### src/verilog/xfer_pkg.sv
package xfer_pkg;

  // Page prefixes that introduce a two-byte opcode.
  localparam logic [7:0]  PAGE_27    = 8'h27;
  localparam logic [7:0]  PAGE_37    = 8'h37;

  // Full two-byte opcodes handled by this execute path.
  localparam logic [15:0] OPC_SIGN_EXTEND  = 16'h27F8;
  localparam logic [15:0] OPC_ROUNDED_TO_E = 16'h27B4;
  localparam logic [15:0] OPC_TRUNC_TO_E   = 16'h27B5;
  localparam logic [15:0] OPC_LOAD_E_D     = 16'h27B1;
  localparam logic [15:0] OPC_INDEX_MASKS  = 16'h372F;
  localparam logic [15:0] OPC_B_TO_Z_EXT   = 16'h379E;

  // Execution time of each transfer in core clock cycles.
  localparam logic [2:0]  CYC_SIGN_EXTEND  = 3'h2;
  localparam logic [2:0]  CYC_ROUNDED_TO_E = 3'h6;
  localparam logic [2:0]  CYC_TRUNC_TO_E   = 3'h2;
  localparam logic [2:0]  CYC_LOAD_E_D     = 3'h4;
  localparam logic [2:0]  CYC_INDEX_MASKS  = 3'h2;
  localparam logic [2:0]  CYC_B_TO_Z_EXT   = 3'h2;

  // Data constants.
  localparam logic [7:0]  BYTE_ONES  = 8'hFF;
  localparam logic [7:0]  BYTE_ZERO  = 8'h00;
  localparam logic [35:0] ROUND_BIAS = 36'h0_0000_8000;
  localparam logic [15:0] SAT_POS    = 16'h7FFF;
  localparam logic [15:0] SAT_NEG    = 16'h8000;

  // Transfer operations.
  typedef enum logic [2:0] {
    OP_NONE,
    OP_BYTE_SIGN_EXTEND,
    OP_ROUNDED_ACCUMULATOR_TO_E,
    OP_TRUNCATED_ACCUMULATOR_TO_E,
    OP_LOAD_ACCUMULATOR_FROM_E_D,
    OP_LOAD_INDEX_MASKS_FROM_D,
    OP_MOVE_B_TO_Z_EXTENSION
  } xfer_op_t;

  // Result of opcode decoding.
  typedef struct packed {
    xfer_op_t   op;
    logic [2:0] cycles;
  } decode_t;

  // Core register values presented by the register file.
  typedef struct packed {
    logic [7:0]  a;
    logic [7:0]  b;
    logic [15:0] d;
    logic [15:0] e;
    logic [35:0] mac_accumulator;
    logic        saturation_mode_flag;
    logic        extension_overflow_flag;
    logic        multiply_overflow_flag;
  } core_regs_t;

  // Values to write back into the register file.
  typedef struct packed {
    logic [7:0]  a;
    logic [15:0] e;
    logic [35:0] mac_accumulator;
    logic [7:0]  x_mask;
    logic [7:0]  y_mask;
    logic [3:0]  z_address_extension;
  } xfer_result_t;

  // One write enable per destination.
  typedef struct packed {
    logic a;
    logic e;
    logic mac_accumulator;
    logic x_mask;
    logic y_mask;
    logic z_address_extension;
  } xfer_wren_t;

endpackage : xfer_pkg

### src/verilog/mac_to_e_unit.sv
`timescale 1ns/1ps

module mac_to_e_unit (
  input  wire logic [35:0] mac_accumulator_i, // Multiply-accumulate register.
  input  wire logic        sat_mode_i,        // Saturation mode enable.
  input  wire logic        ext_ovf_i,         // Extension overflow flag.
  input  wire logic        mul_ovf_i,         // Multiply overflow flag.
  input  wire logic        round_i,           // High to round before taking bits.
  output logic      [15:0] e_value_o          // Value destined for E.
);
  import xfer_pkg::*;

  logic [35:0] temp;

  // Rounded or plain copy of the accumulator forms the temporary.
  assign temp = round_i ? (mac_accumulator_i + ROUND_BIAS) : mac_accumulator_i;

  // Saturation takes the sign of the accumulator; else bits 31:16 of the temporary are taken.
  always_comb begin
    if (sat_mode_i && (ext_ovf_i || mul_ovf_i)) begin
      e_value_o = mac_accumulator_i[35] ? SAT_NEG : SAT_POS;
    end else begin
      e_value_o = temp[31:16];
    end
  end

endmodule : mac_to_e_unit

### src/verilog/cpu_register_transfer_ops.sv
`timescale 1ns/1ps

module cpu_register_transfer_ops (
  input  wire logic                 core_clk_i, // Core clock, 25 MHz.
  input  wire logic                 rstn_i,     // Asynchronous reset, active low.
  input  wire logic                 op_valid_i, // Opcode byte valid.
  input  wire logic [7:0]           op_byte_i,  // Opcode byte from the decoder.
  input  wire xfer_pkg::core_regs_t regs_i,     // Current core register values.
  output logic                      busy_o,     // Transfer executing.
  output logic                      done_o,     // Pulse when results are written.
  output xfer_pkg::xfer_wren_t      wren_o,     // Destination write enables.
  output xfer_pkg::xfer_result_t    result_o    // Values to write back.
);
  import xfer_pkg::*;

  ////////////////////////////////////////////////////////////////////////////////
  // Decoding.

  typedef enum logic [1:0] {ST_IDLE, ST_PREFIX, ST_EXEC} seq_state_t;

  seq_state_t   state;
  logic [7:0]   prefix;
  xfer_op_t     op;
  logic [2:0]   cnt;
  decode_t      decoded;
  logic         take;
  logic [15:0]  e_value;
  xfer_result_t next_result;

  // Maps a full two-byte opcode onto the operation and its cycle count.
  function automatic decode_t decode_op(input logic [15:0] code);
    decode_t d;
    d.op     = OP_NONE;
    d.cycles = 3'h0;
    case (code)
      OPC_SIGN_EXTEND: begin
        d.op     = OP_BYTE_SIGN_EXTEND;
        d.cycles = CYC_SIGN_EXTEND;
      end
      OPC_ROUNDED_TO_E: begin
        d.op     = OP_ROUNDED_ACCUMULATOR_TO_E;
        d.cycles = CYC_ROUNDED_TO_E;
      end
      OPC_TRUNC_TO_E: begin
        d.op     = OP_TRUNCATED_ACCUMULATOR_TO_E;
        d.cycles = CYC_TRUNC_TO_E;
      end
      OPC_LOAD_E_D: begin
        d.op     = OP_LOAD_ACCUMULATOR_FROM_E_D;
        d.cycles = CYC_LOAD_E_D;
      end
      OPC_INDEX_MASKS: begin
        d.op     = OP_LOAD_INDEX_MASKS_FROM_D;
        d.cycles = CYC_INDEX_MASKS;
      end
      OPC_B_TO_Z_EXT: begin
        d.op     = OP_MOVE_B_TO_Z_EXTENSION;
        d.cycles = CYC_B_TO_Z_EXT;
      end
      default: begin
        d.op     = OP_NONE;
        d.cycles = 3'h0;
      end
    endcase
    return d;
  endfunction : decode_op

  // The second byte is combined with the stored prefix before anything is chosen.
  assign decoded = decode_op({prefix, op_byte_i});
  assign take    = (state == ST_PREFIX) && op_valid_i && (decoded.op != OP_NONE);
  assign busy_o  = (state == ST_EXEC);

  ////////////////////////////////////////////////////////////////////////////////
  // Sequencing.

  // Prefix byte first, then the selecting byte, then a counted execution.
  always_ff @(posedge core_clk_i or negedge rstn_i) begin
    if (!rstn_i) begin
      state  <= ST_IDLE;
      prefix <= 8'h00;
      op     <= OP_NONE;
      cnt    <= 3'h0;
    end else begin
      case (state)
        ST_IDLE: begin
          if (op_valid_i && ((op_byte_i == PAGE_27) || (op_byte_i == PAGE_37))) begin
            state  <= ST_PREFIX;
            prefix <= op_byte_i;
          end
        end
        ST_PREFIX: begin
          if (take) begin
            state <= ST_EXEC;
            op    <= decoded.op;
            cnt   <= decoded.cycles - 3'h1;
          end else if (op_valid_i) begin
            state <= ST_IDLE;
          end
        end
        ST_EXEC: begin
          if (cnt == 3'h1) begin
            state <= ST_IDLE;
          end else begin
            cnt <= cnt - 3'h1;
          end
        end
        default: begin
          state <= ST_IDLE;
        end
      endcase
    end
  end

  ////////////////////////////////////////////////////////////////////////////////
  // Datapath.

  mac_to_e_unit mac_to_e_unit_i (
    .mac_accumulator_i (regs_i.mac_accumulator),
    .sat_mode_i        (regs_i.saturation_mode_flag),
    .ext_ovf_i         (regs_i.extension_overflow_flag),
    .mul_ovf_i         (regs_i.multiply_overflow_flag),
    .round_i           (decoded.op == OP_ROUNDED_ACCUMULATOR_TO_E),
    .e_value_o         (e_value)
  );

  // Results are formed from the operands seen when the opcode is taken.
  always_comb begin
    next_result                     = result_o;
    next_result.a                   = regs_i.b[7] ? BYTE_ONES : BYTE_ZERO;
    next_result.e                   = e_value;
    next_result.mac_accumulator     = {{4{regs_i.e[15]}}, regs_i.e, regs_i.d};
    next_result.x_mask              = regs_i.d[15:8];
    next_result.y_mask              = regs_i.d[7:0];
    next_result.z_address_extension = regs_i.b[3:0];
  end

  // Result values are captured at take and held until the next take.
  always_ff @(posedge core_clk_i or negedge rstn_i) begin
    if (!rstn_i) begin
      result_o <= '0;
    end else if (take) begin
      result_o <= next_result;
    end
  end

  // Write enables and done pulse in the cycle after the last execution cycle.
  always_ff @(posedge core_clk_i or negedge rstn_i) begin
    if (!rstn_i) begin
      done_o <= 1'b0;
      wren_o <= '0;
    end else begin
      done_o                     <= busy_o && (cnt == 3'h1);
      wren_o                     <= '0;
      if (busy_o && (cnt == 3'h1)) begin
        wren_o.a                   <= (op == OP_BYTE_SIGN_EXTEND);
        wren_o.e                   <= (op == OP_ROUNDED_ACCUMULATOR_TO_E) ||
                                      (op == OP_TRUNCATED_ACCUMULATOR_TO_E);
        wren_o.mac_accumulator     <= (op == OP_LOAD_ACCUMULATOR_FROM_E_D);
        wren_o.x_mask              <= (op == OP_LOAD_INDEX_MASKS_FROM_D);
        wren_o.y_mask              <= (op == OP_LOAD_INDEX_MASKS_FROM_D);
        wren_o.z_address_extension <= (op == OP_MOVE_B_TO_Z_EXTENSION);
      end
    end
  end

  ////////////////////////////////////////////////////////////////////////////////
  // Assertions.

  logic [35:0] round_sum;

  // Helper copy of the rounded temporary, read only by assertions.
  assign round_sum = regs_i.mac_accumulator + ROUND_BIAS;
endmodule : cpu_register_transfer_ops

### config.mk
export PLATFORM = sky130hd
export DESIGN_NAME = cpu_register_transfer_ops
export DESIGN_NICKNAME = d
export VERILOG_FILES = /design/src/verilog/xfer_pkg.sv /design/src/verilog/mac_to_e_unit.sv /design/src/verilog/cpu_register_transfer_ops.sv
export SDC_FILE = /design/constraint.sdc
export NUM_CORES = 1
export LEC_CHECK = 0
export ABC_CLOCK_PERIOD_IN_PS = 3300
export BUFFER_PORTS_ARGS = -buffer_cell sky130_fd_sc_hd__buf_2
export CORE_UTILIZATION = 40
export CTS_CLUSTER_DIAMETER = 150
export CTS_CLUSTER_SIZE = 12
export DETAILED_ROUTE_END_ITERATION = 8
export PLACE_DENSITY = 0.83
export SLEW_MARGIN = 20
export SYNTH_ARGS = -nofsm -noshare
export SYNTH_HDL_FRONTEND = slang
export SYNTH_HIERARCHICAL = 1
export SYNTH_SLANG_ARGS = --single-unit
### constraint.sdc
create_clock -name core_clk_i -period 3.3 [get_ports core_clk_i]
set_input_delay 0.495 -clock core_clk_i [delete_from_list [all_inputs] [get_ports core_clk_i]]
set_output_delay 0.495 -clock core_clk_i [all_outputs]
set_load 0.05 [all_outputs]
==> out/metrics.yaml <==
status: "finished clean"
power.internal_mw: 1.39
htreeDepth: 3
grt_pass1_wl_um: 13400
fin_crit_ps: 2710
worstPathArrival_ps: 2940
die_h_um: 100
regArea_um2: 1880
drive_gt1_frac: 0.418
hold_buffers: 0
grt_usage: 0.170
tightestPinTransition_ps: 986
die_w_um: 100
areaGrowthSynthToFinish_pct: 23.4
hold_viol: 0
seq_power_share: 0.519
mostFrequentLayoutCell: "buf_2"
comb_power_share: 0.093
skew_ps: 6.62
grt_setup_unrepaired: "no"
finalMaxSlewViolations: 0
max_freq_mhz: 369
vias_per_cell: 4.96
clock-root-buffer: "clkbuf_8"
min_period_over_period: 0.822
finalWirelength_um: 8280
max_slew_margin: 0.340
initial_utilization: 0.416
num_io_pins: 186
p_leak_nw: 2.60
switchingPower_uw: 449
rows: 35
io_buffers: 156
dp_hpwl_um: 6190
core_um2: 9280
synth_ff_type: "dfrtp_1"
clk_pin_slew_ps: 80
grt_pass1_vias: 2849
die_area_um2: 10000
setup_violations: 0
cp_max_fo: 6
syn_area_um2: 3860
wl_per_cell_um: 13.8
drcViolationCount: 0
num_vias: 2966
antenna_found_initial: 0
cts.path.max_buffers: 2
ys_seq_area_frac: 0.486
grt_max_degree: 76
synth_edf_count: 0
switching_share: 0.244
gp_congestion: 0.834
p_per_area_nw_per_um2: 385
cts_setup_buffers: 0
cts_resized: 0
cts_buffers: 9
required_ps: 3530
critPathLaunchType: "input port"
syn_avg_cell_area_um2: 11.7
grt_overflow: 0
synth_seq_cells: 75
critPathKind: "input port to flop"
syn-num-nets: 434
fin_nets: 568
antenna_left: 0
tns_ps: 0
hold_path.class: "input port to asynchronous set/reset pin"
cts_tree: "yes"
cts.sinks: 75
cap_violations: 0
layout_common_cells: "155 x buf_2, 75 x dfrtp_1, 44 x mux2_1"
multiInputGateArea_um2: 1650
cp-end-kind: "flop"
p_clk_frac: 0.388
drt_iter0_drc: 50
num_antenna_cells: 0
ir_drop_mv: 0.191
syn_inst: 330
fillers: 870
async_flop_share: 1.00
worstSkewPairLatency_ps: 340
first_pass_iters: 4
ys_types: 49
utilization: 0.513
synth_warnings: 6
## power by group through the flow
stage                     Clock, mW  Combinational [mW]  Sequential [mW]
after floorplan                   0              0.0815            0.969
after global placement            0               0.164            0.971
after detailed placement          0               0.170            0.972
after CTS                     0.745               0.171            0.954
after global routing          0.786               0.192            0.957
final                         0.712               0.170            0.954
## registers in the layout, indices dropped and copies added, names as in the netlist
register  count
op            3
result_o     53
cnt           3
done_o        1
state         2
prefix        8
wren_o        5
## metal layers
metal | share of wire | global-route usage
met5 | 0 | 0
met4 | 0.0076 | 0.0524
met3 | 0.055 | 0.0418
met2 | 0.50 | 0.297
met1 | 0.44 | 0.207
## metrics by stage
step	setup WS (ps)	cell area [um2]	hold WS [ps]	instances	total power, mW
after global routing	412	4760	343	598	1.93
final	587	4760	299	598	1.84
after floorplan	527	3860	199	330	1.05
after global placement	304	4560	449	582	1.13
after CTS	592	4760	320	598	1.87
after detailed placement	235	4560	454	582	1.14
## final cells by class
cell class,instances,area share
multi-input cells,203,0.346
repair buffers,161,0.172
clock buffers,11,0.0297
flip-flops and latches,75,0.394
well taps,129,0.0339
inverters,14,0.0110
clock inverters,5,0.0131
## synth_stat cells (all sizes together), types with 3 or more instances
library cell | count | area, um2
xnor2 | 9 | 78.8
nand2b | 8 | 50.1
nand4bb | 3 | 33.8
buf | 35 | 283
nor2 | 7 | 28.8
a31oi | 5 | 31.3
a21oi | 15 | 75.1
and3 | 3 | 18.8
mux2 | 57 | 642
nand3 | 8 | 40.0
nand3b | 3 | 22.5
nor4 | 8 | 65.1
xor2 | 3 | 26.3
nor3 | 8 | 40.0
nand4 | 4 | 55.1
clkbuf | 3 | 11.3
and2 | 3 | 18.8
o21ai | 11 | 55.1
ha | 6 | 75.1
nand2 | 16 | 60.1
dfrtp | 75 | 1880
inv | 14 | 52.6
or3 | 4 | 25.0
## cells by family (layout without fill, tap and decap cells)
group / Yosys count / count (layout) / synth area share
compound gates: 44 / 44 / 0.0710
xor+xnor: 12 / 12 / 0.0272
fa+ha+maj: 6 / 6 / 0.0195
buf+inv: 52 / 191 / 0.0898
flops: 75 / 75 / 0.486
mux: 59 / 59 / 0.172
simple gates: 82 / 82 / 0.135
## critical path: stages
cell	delay, ps
buf_2	110
nand4b_1	230
or2_2	330
nand2b_1	140
nor2_1	230
nand4_4	170
or4_4	570
o21ai_0	220
a31oi_1	110
mux2_1	330
## worst paths after layout
check,from,endpoint,slack (ps),cells after the start
max,op_byte_i[1],result_o[70],590,10
min,rstn_i,result_o[23],300,1
max reg2reg,prefix[3],result_o[70],600,10
min reg2reg,prefix[2],prefix[2],470,1
max in group asynchronous,rstn_i,result_o[62],2400,1
min in group core_clk_i,regs_i[46],result_o[43],360,2
(Power assumes the default switching activity.)
